**src/hdl/acc_pkg.sv**
```systemverilog
package acc_pkg;
  // register addresses
  localparam logic [7:0] ADDR_CTRL_STATUS = 8'h45;
  localparam logic [7:0] ADDR_RESULT_HIGH = 8'h46;
  localparam logic [7:0] ADDR_RESULT_LOW  = 8'h47;
  // control/status field positions
  localparam int BIT_DONE  = 7;
  localparam int BIT_SPEED = 6;
  localparam int BIT_ON    = 5;
  localparam int BIT_SLOW  = 4;
  localparam int CH_MSB    = 3;
  localparam logic [7:0] CSR_RESET    = 8'h00;
  localparam logic [7:0] CSR_WR_MASK  = 8'h7F;
  localparam logic [9:0] RESULT_RESET = 10'h000;
  localparam logic [7:0] FULL_HIGH    = 8'hFF;
  localparam logic [7:0] FULL_LOW     = 8'h03;
  // timing
  localparam int CLK_HZ         = 10_000_000;
  localparam int SETTLE_TIME_NS = 1000;
  localparam int SETTLE_CYCLES  =
    (SETTLE_TIME_NS * (CLK_HZ / 1_000_000) + 999) / 1000;
  localparam int RESULT_BITS    = 10;
  // divider select codes {slow, speed}
  localparam logic [1:0] DIV_SEL_HALF0 = 2'h0;
  localparam logic [1:0] DIV_SEL_FULL  = 2'h1;
  localparam logic [1:0] DIV_SEL_QUART = 2'h2;
  localparam logic [1:0] DIV_SEL_HALF1 = 2'h3;
endpackage

```
**src/hdl/acc_sar_if.sv**
```systemverilog
`timescale 1ns/100ps
interface acc_sar_if;
  logic       tick;      // one converter-clock step
  logic       start;     // begin a new conversion
  logic       clear;     // abort
  logic       comp;      // comparator: sample above trial code
  logic [9:0] trial;
  logic [9:0] result;
  logic       done;      // one-cycle pulse
  modport ctrl (output tick, start, clear, comp, input trial, result, done);
  modport sar  (input tick, start, clear, comp, output trial, result, done);
endinterface

```
**src/hdl/acc_sar.sv**
```systemverilog
`timescale 1ns/100ps
module acc_sar (
  // clock and reset
  input wire logic clk,
  input wire logic rst_n,
  // converter side
  acc_sar_if.sar   sif
);
  typedef struct packed {
    logic       busy;
    logic [3:0] bit_idx;
    logic [9:0] code;
    logic [9:0] result;
    logic       done;
  } acc_sar_state_t;

  acc_sar_state_t st_reg;
  acc_sar_state_t st_next;

  // binary search keeps the code monotonic in the input
  always_comb begin
    st_next = st_reg;
    st_next.done = 1'b0;
    if (sif.clear) begin
      st_next.busy = 1'b0;
    end else if (sif.start) begin
      st_next.busy = 1'b1;
      st_next.bit_idx = 4'(acc_pkg::RESULT_BITS - 1);
      st_next.code = 10'h200;
    end else if (st_reg.busy && sif.tick) begin
      if (!sif.comp) begin
        st_next.code[st_reg.bit_idx] = 1'b0;
      end
      if (st_reg.bit_idx == 4'h0) begin
        st_next.busy = 1'b0;
        st_next.done = 1'b1;
        st_next.result = st_reg.code;
        if (!sif.comp) begin
          st_next.result[0] = 1'b0;
        end
      end else begin
        st_next.bit_idx = st_reg.bit_idx - 4'h1;
        st_next.code[st_reg.bit_idx - 4'h1] = 1'b1;
      end
    end
  end

  always_ff @(posedge clk or negedge rst_n) begin
    if (!rst_n) begin
      st_reg <= '0;
    end else begin
      st_reg <= st_next;
    end
  end

  assign sif.trial  = st_reg.code;
  assign sif.result = st_reg.result;
  assign sif.done   = st_reg.done;
endmodule

```
**src/hdl/acc_top.sv**
```systemverilog
`timescale 1ns/100ps
module acc_top #(
  parameter int SETTLE_CYCLES = acc_pkg::SETTLE_CYCLES
) (
  // clock and reset
  input  wire logic       clk,
  input  wire logic       rst_n,
  // register port
  input  wire logic [7:0] addr,
  input  wire logic [7:0] wdata,
  input  wire logic       wr_en,
  input  wire logic       rd_en,
  output logic      [7:0] rdata,
  // power modes
  input  wire logic       wait_mode,
  input  wire logic       halt_mode,
  // analog core
  input  wire logic       comp_above,
  input  wire logic       above_upper,
  input  wire logic       below_lower,
  output logic      [3:0] mux_select,
  output logic      [9:0] dac_code,
  output logic            sample_hold,
  output logic            converter_power,
  output logic            result_settled
);
  initial begin
    if (SETTLE_CYCLES < 1 || SETTLE_CYCLES > 65535) begin
      $error("SETTLE_CYCLES out of range");
    end
  end

  typedef enum logic [2:0] {
    ST_OFF    = 3'b001,
    ST_SAMPLE = 3'b010,
    ST_CONV   = 3'b100
  } acc_state_t;

  typedef struct packed {
    acc_state_t  state;
    logic        done;
    logic        speed;
    logic        on;
    logic        slow;
    logic [3:0]  channel;
    logic [9:0]  result;
    logic        locked;
    logic [1:0]  div_cnt;
    logic        tick;
    logic [15:0] settle_cnt;
    logic        halted;
    logic [7:0]  rdata;
    logic [3:0]  mux;
    logic        power;
    logic        settled;
    logic        sh;
  } acc_regs_t;

  acc_regs_t r_reg;
  acc_regs_t r_next;
  acc_sar_if sif ();

  acc_sar u_sar (
    .clk   (clk),
    .rst_n (rst_n),
    .sif   (sif)
  );

  // divide ratio minus one for the converter clock
  function automatic logic [1:0] div_limit(input logic slow,
                                           input logic speed);
    logic [1:0] sel;
    sel = {slow, speed};
    if (sel == acc_pkg::DIV_SEL_FULL) begin
      div_limit = 2'h0;
    end else if (sel == acc_pkg::DIV_SEL_QUART) begin
      div_limit = 2'h3;
    end else begin
      div_limit = 2'h1;
    end
  endfunction

  logic       wr_csr;
  logic       rd_high;
  logic       rd_low;
  logic       ch_change;
  logic       run_ok;
  logic       start_conv;
  logic [9:0] final_code;

  always_comb begin
    wr_csr  = wr_en && addr == acc_pkg::ADDR_CTRL_STATUS;
    rd_high = rd_en && addr == acc_pkg::ADDR_RESULT_HIGH;
    rd_low  = rd_en && addr == acc_pkg::ADDR_RESULT_LOW;
    ch_change = wr_csr && wdata[acc_pkg::CH_MSB:0] != r_reg.channel;
    // wait mode has no effect, halt stops the converter
    run_ok = r_reg.on && !halt_mode;
    // clamp codes at the reference rails
    if (above_upper) begin
      final_code = {acc_pkg::FULL_HIGH, acc_pkg::FULL_LOW[1:0]};
    end else if (below_lower) begin
      final_code = acc_pkg::RESULT_RESET;
    end else begin
      final_code = sif.result;
    end
  end

  always_comb begin
    r_next = r_reg;
    start_conv = 1'b0;
    r_next.tick = 1'b0;
    // converter clock divider
    if (r_reg.div_cnt >= div_limit(r_reg.slow, r_reg.speed)) begin
      r_next.div_cnt = 2'h0;
      r_next.tick = 1'b1;
    end else begin
      r_next.div_cnt = r_reg.div_cnt + 2'h1;
    end
    // register writes; done bit is not writable
    if (wr_csr) begin
      r_next.speed   = wdata[acc_pkg::BIT_SPEED];
      r_next.on      = wdata[acc_pkg::BIT_ON];
      r_next.slow    = wdata[acc_pkg::BIT_SLOW];
      r_next.channel = wdata[acc_pkg::CH_MSB:0];
    end
    // lock handling; release before set so a low read relocks
    if (rd_high || (wr_csr && !wdata[acc_pkg::BIT_ON])) begin
      r_next.locked = 1'b0;
    end
    if (rd_low) begin
      r_next.locked = 1'b1;
    end
    // flag clear by software
    if (rd_high || wr_csr) begin
      r_next.done = 1'b0;
    end
    // halt and wakeup settle
    r_next.halted = halt_mode;
    if (halt_mode) begin
      r_next.settle_cnt = 16'(SETTLE_CYCLES);
      r_next.settled = 1'b0;
    end else if (r_reg.settle_cnt != 16'h0) begin
      r_next.settle_cnt = r_reg.settle_cnt - 16'h1;
    end else begin
      r_next.settled = 1'b1;
    end
    // sequencer
    case (r_reg.state)
      ST_OFF: begin
        if (run_ok) begin
          r_next.state = ST_SAMPLE;
        end
      end
      ST_SAMPLE: begin
        if (!run_ok) begin
          r_next.state = ST_OFF;
        end else if (r_reg.tick && !ch_change) begin
          // a channel write in this cycle must not start on the old input
          r_next.state = ST_CONV;
          start_conv = 1'b1;
          r_next.mux = r_reg.channel;
        end
      end
      ST_CONV: begin
        if (!run_ok || (wr_csr && !wdata[acc_pkg::BIT_ON])) begin
          r_next.state = ST_OFF;
        end else if (ch_change) begin
          r_next.state = ST_SAMPLE;
          r_next.done = 1'b0;
        end else if (sif.done) begin
          r_next.state = ST_SAMPLE;
          // a completion beats a same-cycle software clear
          r_next.done = 1'b1;
          if (!r_next.locked) begin
            r_next.result = final_code;
          end
        end
      end
      default: r_next.state = ST_OFF;
    endcase
    r_next.sh = r_next.state == ST_SAMPLE;
    r_next.power = r_next.state != ST_OFF;
    // read data, one cycle after the strobe
    r_next.rdata = 8'h00;
    if (rd_en && addr == acc_pkg::ADDR_CTRL_STATUS) begin
      r_next.rdata = {r_reg.done, r_reg.speed, r_reg.on, r_reg.slow,
                      r_reg.channel};
    end else if (rd_high) begin
      r_next.rdata = r_reg.result[9:2];
    end else if (rd_low) begin
      r_next.rdata = {6'h00, r_reg.result[1:0]};
    end
  end

  always_ff @(posedge clk or negedge rst_n) begin
    if (!rst_n) begin
      r_reg <= '{state: ST_OFF, default: '0};
    end else begin
      r_reg <= r_next;
    end
  end

  assign sif.tick  = r_reg.tick;
  assign sif.start = start_conv;
  // clear outside a conversion or on a channel change or stop during one, never in the cycle that starts one
  assign sif.clear = !start_conv &&
                     (r_reg.state != ST_CONV || ch_change || !run_ok);
  assign sif.comp  = comp_above;

  always_comb begin
    rdata           = r_reg.rdata;
    mux_select      = r_reg.mux;
    dac_code        = sif.trial;
    sample_hold     = r_reg.sh;
    converter_power = r_reg.power;
    result_settled  = r_reg.settled;
  end

  chk_flag_on_done: assert property (@(posedge clk) disable iff (!rst_n)
    (r_reg.state == ST_CONV && sif.done && run_ok && !ch_change &&
     !(wr_csr && !wdata[acc_pkg::BIT_ON]))
    |=> r_reg.done) else $error("done flag not set");
  chk_flag_clear: assert property (@(posedge clk) disable iff (!rst_n)
    (rd_high && !(r_reg.state == ST_CONV && sif.done))
    |=> !r_reg.done) else $error("done flag not cleared");
  chk_lock_hold: assert property (@(posedge clk) disable iff (!rst_n)
    (r_reg.locked && !rd_high && !wr_csr) |=> $stable(r_reg.result))
    else $error("locked result changed");
  chk_lock_set: assert property (@(posedge clk) disable iff (!rst_n)
    rd_low |=> r_reg.locked) else $error("low read did not lock");
  chk_mux_stable: assert property (@(posedge clk) disable iff (!rst_n)
    (r_reg.state == ST_CONV && $past(r_reg.state) == ST_CONV)
    |-> $stable(r_reg.mux)) else $error("mux moved mid conversion");
  chk_off_stop: assert property (@(posedge clk) disable iff (!rst_n)
    (r_reg.state != ST_OFF && !run_ok) |=> r_reg.state == ST_OFF)
    else $error("conversion not stopped");
  chk_low_zero: assert property (@(posedge clk) disable iff (!rst_n)
    rd_low |=> rdata[7:2] == 6'h00) else $error("low high bits set");
  chk_high_data: assert property (@(posedge clk) disable iff (!rst_n)
    rd_high |=> rdata == $past(r_reg.result[9:2]))
    else $error("high read data wrong");
endmodule

```
**config.mk**
```make
export PLATFORM = sky130hd
export DESIGN_NAME = acc_top
export DESIGN_NICKNAME = d
export VERILOG_FILES = /design/src/hdl/acc_pkg.sv /design/src/hdl/acc_sar_if.sv /design/src/hdl/acc_sar.sv /design/src/hdl/acc_top.sv
export SDC_FILE = /design/constraint.sdc
export NUM_CORES = 1
export LEC_CHECK = 0
export BUFFER_PORTS_ARGS = -buffer_cell sky130_fd_sc_hd__buf_4
export CAP_MARGIN = 20
export CELL_PAD_IN_SITES_DETAIL_PLACEMENT = 0
export CELL_PAD_IN_SITES_GLOBAL_PLACEMENT = 1
export CORE_AREA = 2 2 81 122
export CTS_BUF_LIST = sky130_fd_sc_hd__clkbuf_2
export DETAILED_ROUTE_END_ITERATION = 8
export DIE_AREA = 0 0 83 124
export PLACE_DENSITY = 0.82
export SLEW_MARGIN = 25
export SYNTH_ARGS = -nofsm -noshare
export SYNTH_HDL_FRONTEND = slang
export SYNTH_HIERARCHICAL = 1
export SYNTH_SLANG_ARGS = --single-unit
export TNS_END_PERCENT = 5
```
**constraint.sdc**
```tcl
create_clock -name clk -period 2.75 [get_ports clk]
set_input_delay 0.55 -clock clk [delete_from_list [all_inputs] [get_ports clk]]
set_output_delay 0.55 -clock clk [all_outputs]
set_load 0.1 [all_outputs]
```
==> results_dict.tcl <==
set metrics [dict create \
    status "finished clean" \
    worst_pin_slew_ps 596.0 \
    endpoint_kind "flop" \
    syn_inst 408 \
    whs_path_depth 2 \
    ff2ff_setup_slack_ps 240 \
    clk_pin_slew_ps 220 \
    placedCellCount 535 \
    worst_slack_ps 235.1 \
    clk-insertion-delay-late_ps 560 \
    gr-total-overflow 0 \
    drtPass1Iterations 4 \
    cts_tree "yes" \
    crit_required_ps 3220 \
    cts_sinks 82 \
    cp_slowest_cell "or4_1" \
    yosys_warnings 6 \
    ant_nets 0 \
    synth_cell_types 63 \
    critPathMaxFanout 6 \
    ir_drop_mv 0.3196 \
    fin_crit_sh 0.9145 \
    initial_core_util 0.4712 \
    hold_path.class "in2reg" \
    wl_per_cell_um 16.16 \
    placed_area_sq_um 4608 \
    grt_start_max_net_pins 38 \
    hpwl_mm 6.802 \
    rsz0062_at_grt "no" \
    largest_reg_flops 40 \
    grt_pass1_vias 2968 \
    root_buffer "clkbuf_2" \
    powerDensity_nw_per_um2 462.1 \
    async_flop_share 1.000 \
    hold_path_end "r_reg[46]" \
    fin_setup_tns_ps 0 \
    hold_viol_final 0 \
    rows 43 \
    setup_viol 0 \
    synth_edf_count 0 \
    dieArea_sq_um 10290 \
    cts.htree.levels 3 \
    p_leak_nw 2.304 \
    drtIter0Drc 172 \
    final.min_clock_period_ps 2515 \
    design.core.area_sq_um 9200 \
    critPathKind "reg2reg" \
    slowest_delay_ps 590 \
    maxSlewViolCount 0 \
    layoutNonFillerInstCount 552 \
    grt_pass1_wl_mm 14.61 \
    utilization 0.5141 \
    crit_arrival_ps 2990 \
    wl_mm 8.921 \
    cts_resized 0 \
    io_buffers 47 \
    max_slew_margin 0.5985 \
    avgViaCountPerCell 5.533 \
    clk_path_buf_depth 2 \
    die_h_um 124 \
    holdCritStartpoint "wdata[0]" \
    drive_gt1_frac 0.2568 \
    post-place-ws_ps 35.16 \
    area.growth.synth_to_final_pct 9.091 \
    stdcell_area_sq_um 4730 \
    path_common_cell "o21ai_0" \
    netlist_area_sq_um 4335 \
    drv_cap 0 \
    cts_buffers 9 \
    track_usage 0.1817 \
    drc_errors 0 \
    r2r-start "r_reg[48]" \
    antenna_found_initial 0 \
    die_x_um 83 \
    via_count 3054 \
    post_cts_buffers 0 \
    synth_nets 436 \
    reg2reg_depth 7 \
    ys.flop_type "dfrtp_1" \
    antenna_cells 0 \
    start_kind "flop" \
    io_pins 50 \
    max_freq_mhz 397.6 \
    ys_seq_elements 82 \
    nets 463 \
    crit_path_cell_trace "xnor2_1 -> nand4_1 -> a21oi_1 -> o21ai_0 -> nand4bb_1 -> or4_1 -> o21ai_0" \
    worstReg2RegEnd "u_sar/sif.trial[7]" \
    finalClockSkew_ps 41.87 \
    ys_seq_area_frac 0.4736 \
    avgSynthCellArea_sq_um 10.63 \
    gp_congestion 0.8461 \
]
==> area by class of cell <==
cell class | count | area [sq um]
clock buffer | 11 | 55.05
inverter | 22 | 82.58
fill | 866 | 4471
tap | 112 | 140.1
clock inverter | 5 | 56.30
multi-input combinational | 257 | 1854
timing repair buffer | 63 | 488.0
sequential | 82 | 2053
==> kinds of logic (layout without fill, tap and decap cells) <==
kind of cell / Yosys count / in the layout / synth area share
fa+ha+maj: 3 / 3 / 0.008659
mux: 34 / 34 / 0.09120
simple gates: 123 / 123 / 0.1697
xor+xnor: 15 / 15 / 0.03030
flops: 82 / 82 / 0.4736
compound gates: 82 / 82 / 0.1279
buf+inv: 69 / 101 / 0.09870
==> what timing repair did <==
item                                    4_1_cts  5_1_grt
hold endpoints to repair                     35        0
endpoints found under the setup margin        0        0
hold buffers                                  1        0
==> worst max-delay path by stage <==
stage	cells past startpoint	endpoint	from	slack (ps)
final	7	u_sar/sif.trial[7]	r_reg[48]	240
after global routing	7	u_sar/sif.trial[7]	r_reg[48]	60
after CTS	7	u_sar/sif.trial[7]	r_reg[48]	200
after detailed placement	8	u_sar/sif.trial[7]	addr[0]	40
after global placement	8	u_sar/sif.trial[7]	addr[3]	70
after floorplan	10	u_sar/sif.result[1]	addr[3]	170
==> cell usage in the layout, fill, tap and decap left out, drive strengths merged, types with 9 or more instances in the layout <==
cell	netlist	routed
nor2	35	35
dfrtp	81	81
a22oi	10	10
buf	43	62
o211ai	9	9
nand2	16	16
clkbuf	4	11
o311ai	9	9
inv	21	21
a21oi	20	20
nand2b	11	11
mux2i	14	14
o21ai	17	17
mux2	20	20
==> synthesized netlist by cell type (all sizes together) (2+ instances only) <==
library cell	n	area (sq um)
a21oi	20	100.1
clkbuf	4	15.01
ha	3	37.54
nand2b	11	68.82
or3	3	18.77
xor2	7	61.31
nor3	8	51.30
a22oi	10	75.07
o31ai	3	22.52
o211ai	9	67.56
nand2	16	60.06
or4	6	53.80
buf	43	330.3
nor2	35	131.4
nor2b	8	50.05
mux2i	14	140.1
a32oi	2	17.52
o311ai	9	78.83
and2	3	18.77
nor3b	2	20.02
o21ai	17	85.08
nand4bb	3	33.78
nand3	8	57.56
o41ai	2	17.52
inv	21	78.83
dfrtp	81	2027
or2	3	18.77
nand3b	3	22.52
nor4	3	25.02
mux2	20	255.3
nand4	3	18.77
xnor2	8	70.07
and3b	2	17.52
==> report_power, final <==
group | switching [mW] | internal, mW
Combinational | 0.151 | 0.118
Sequential | 0.0519 | 1.25
Clock | 0.403 | 0.216
Total | 0.606 | 1.58
==> worst max-delay path: cells and delay by family (launching register included) <==
kind	cells	cell delay, ps
DFF	1	470
xor gates and xnor gates	1	250
and+or+nand+nor	3	1140
AOI/OAI and AO/OA	3	580
==> metrics by stage <==
step,hold WS [ps],power (mW)
2_1_floorplan,254.4,1.480
3_3_place_gp,457.6,1.582
3_5_place_dp,476.6,1.592
4_1_cts,184.2,2.215
5_1_grt,176.5,2.304
6_report,234.8,2.186
==> routing by layer <==
metal  vias to the layer above  global-route usage  share of wire
met2                        57              0.3271           0.54
met3                        13             0.04241          0.036
met4                         0             0.09631          0.026
met1                      1505              0.1993           0.40
met5                         -                   0              0
li1                       1479                   -              -
Power figures use the tool's default switching activity.
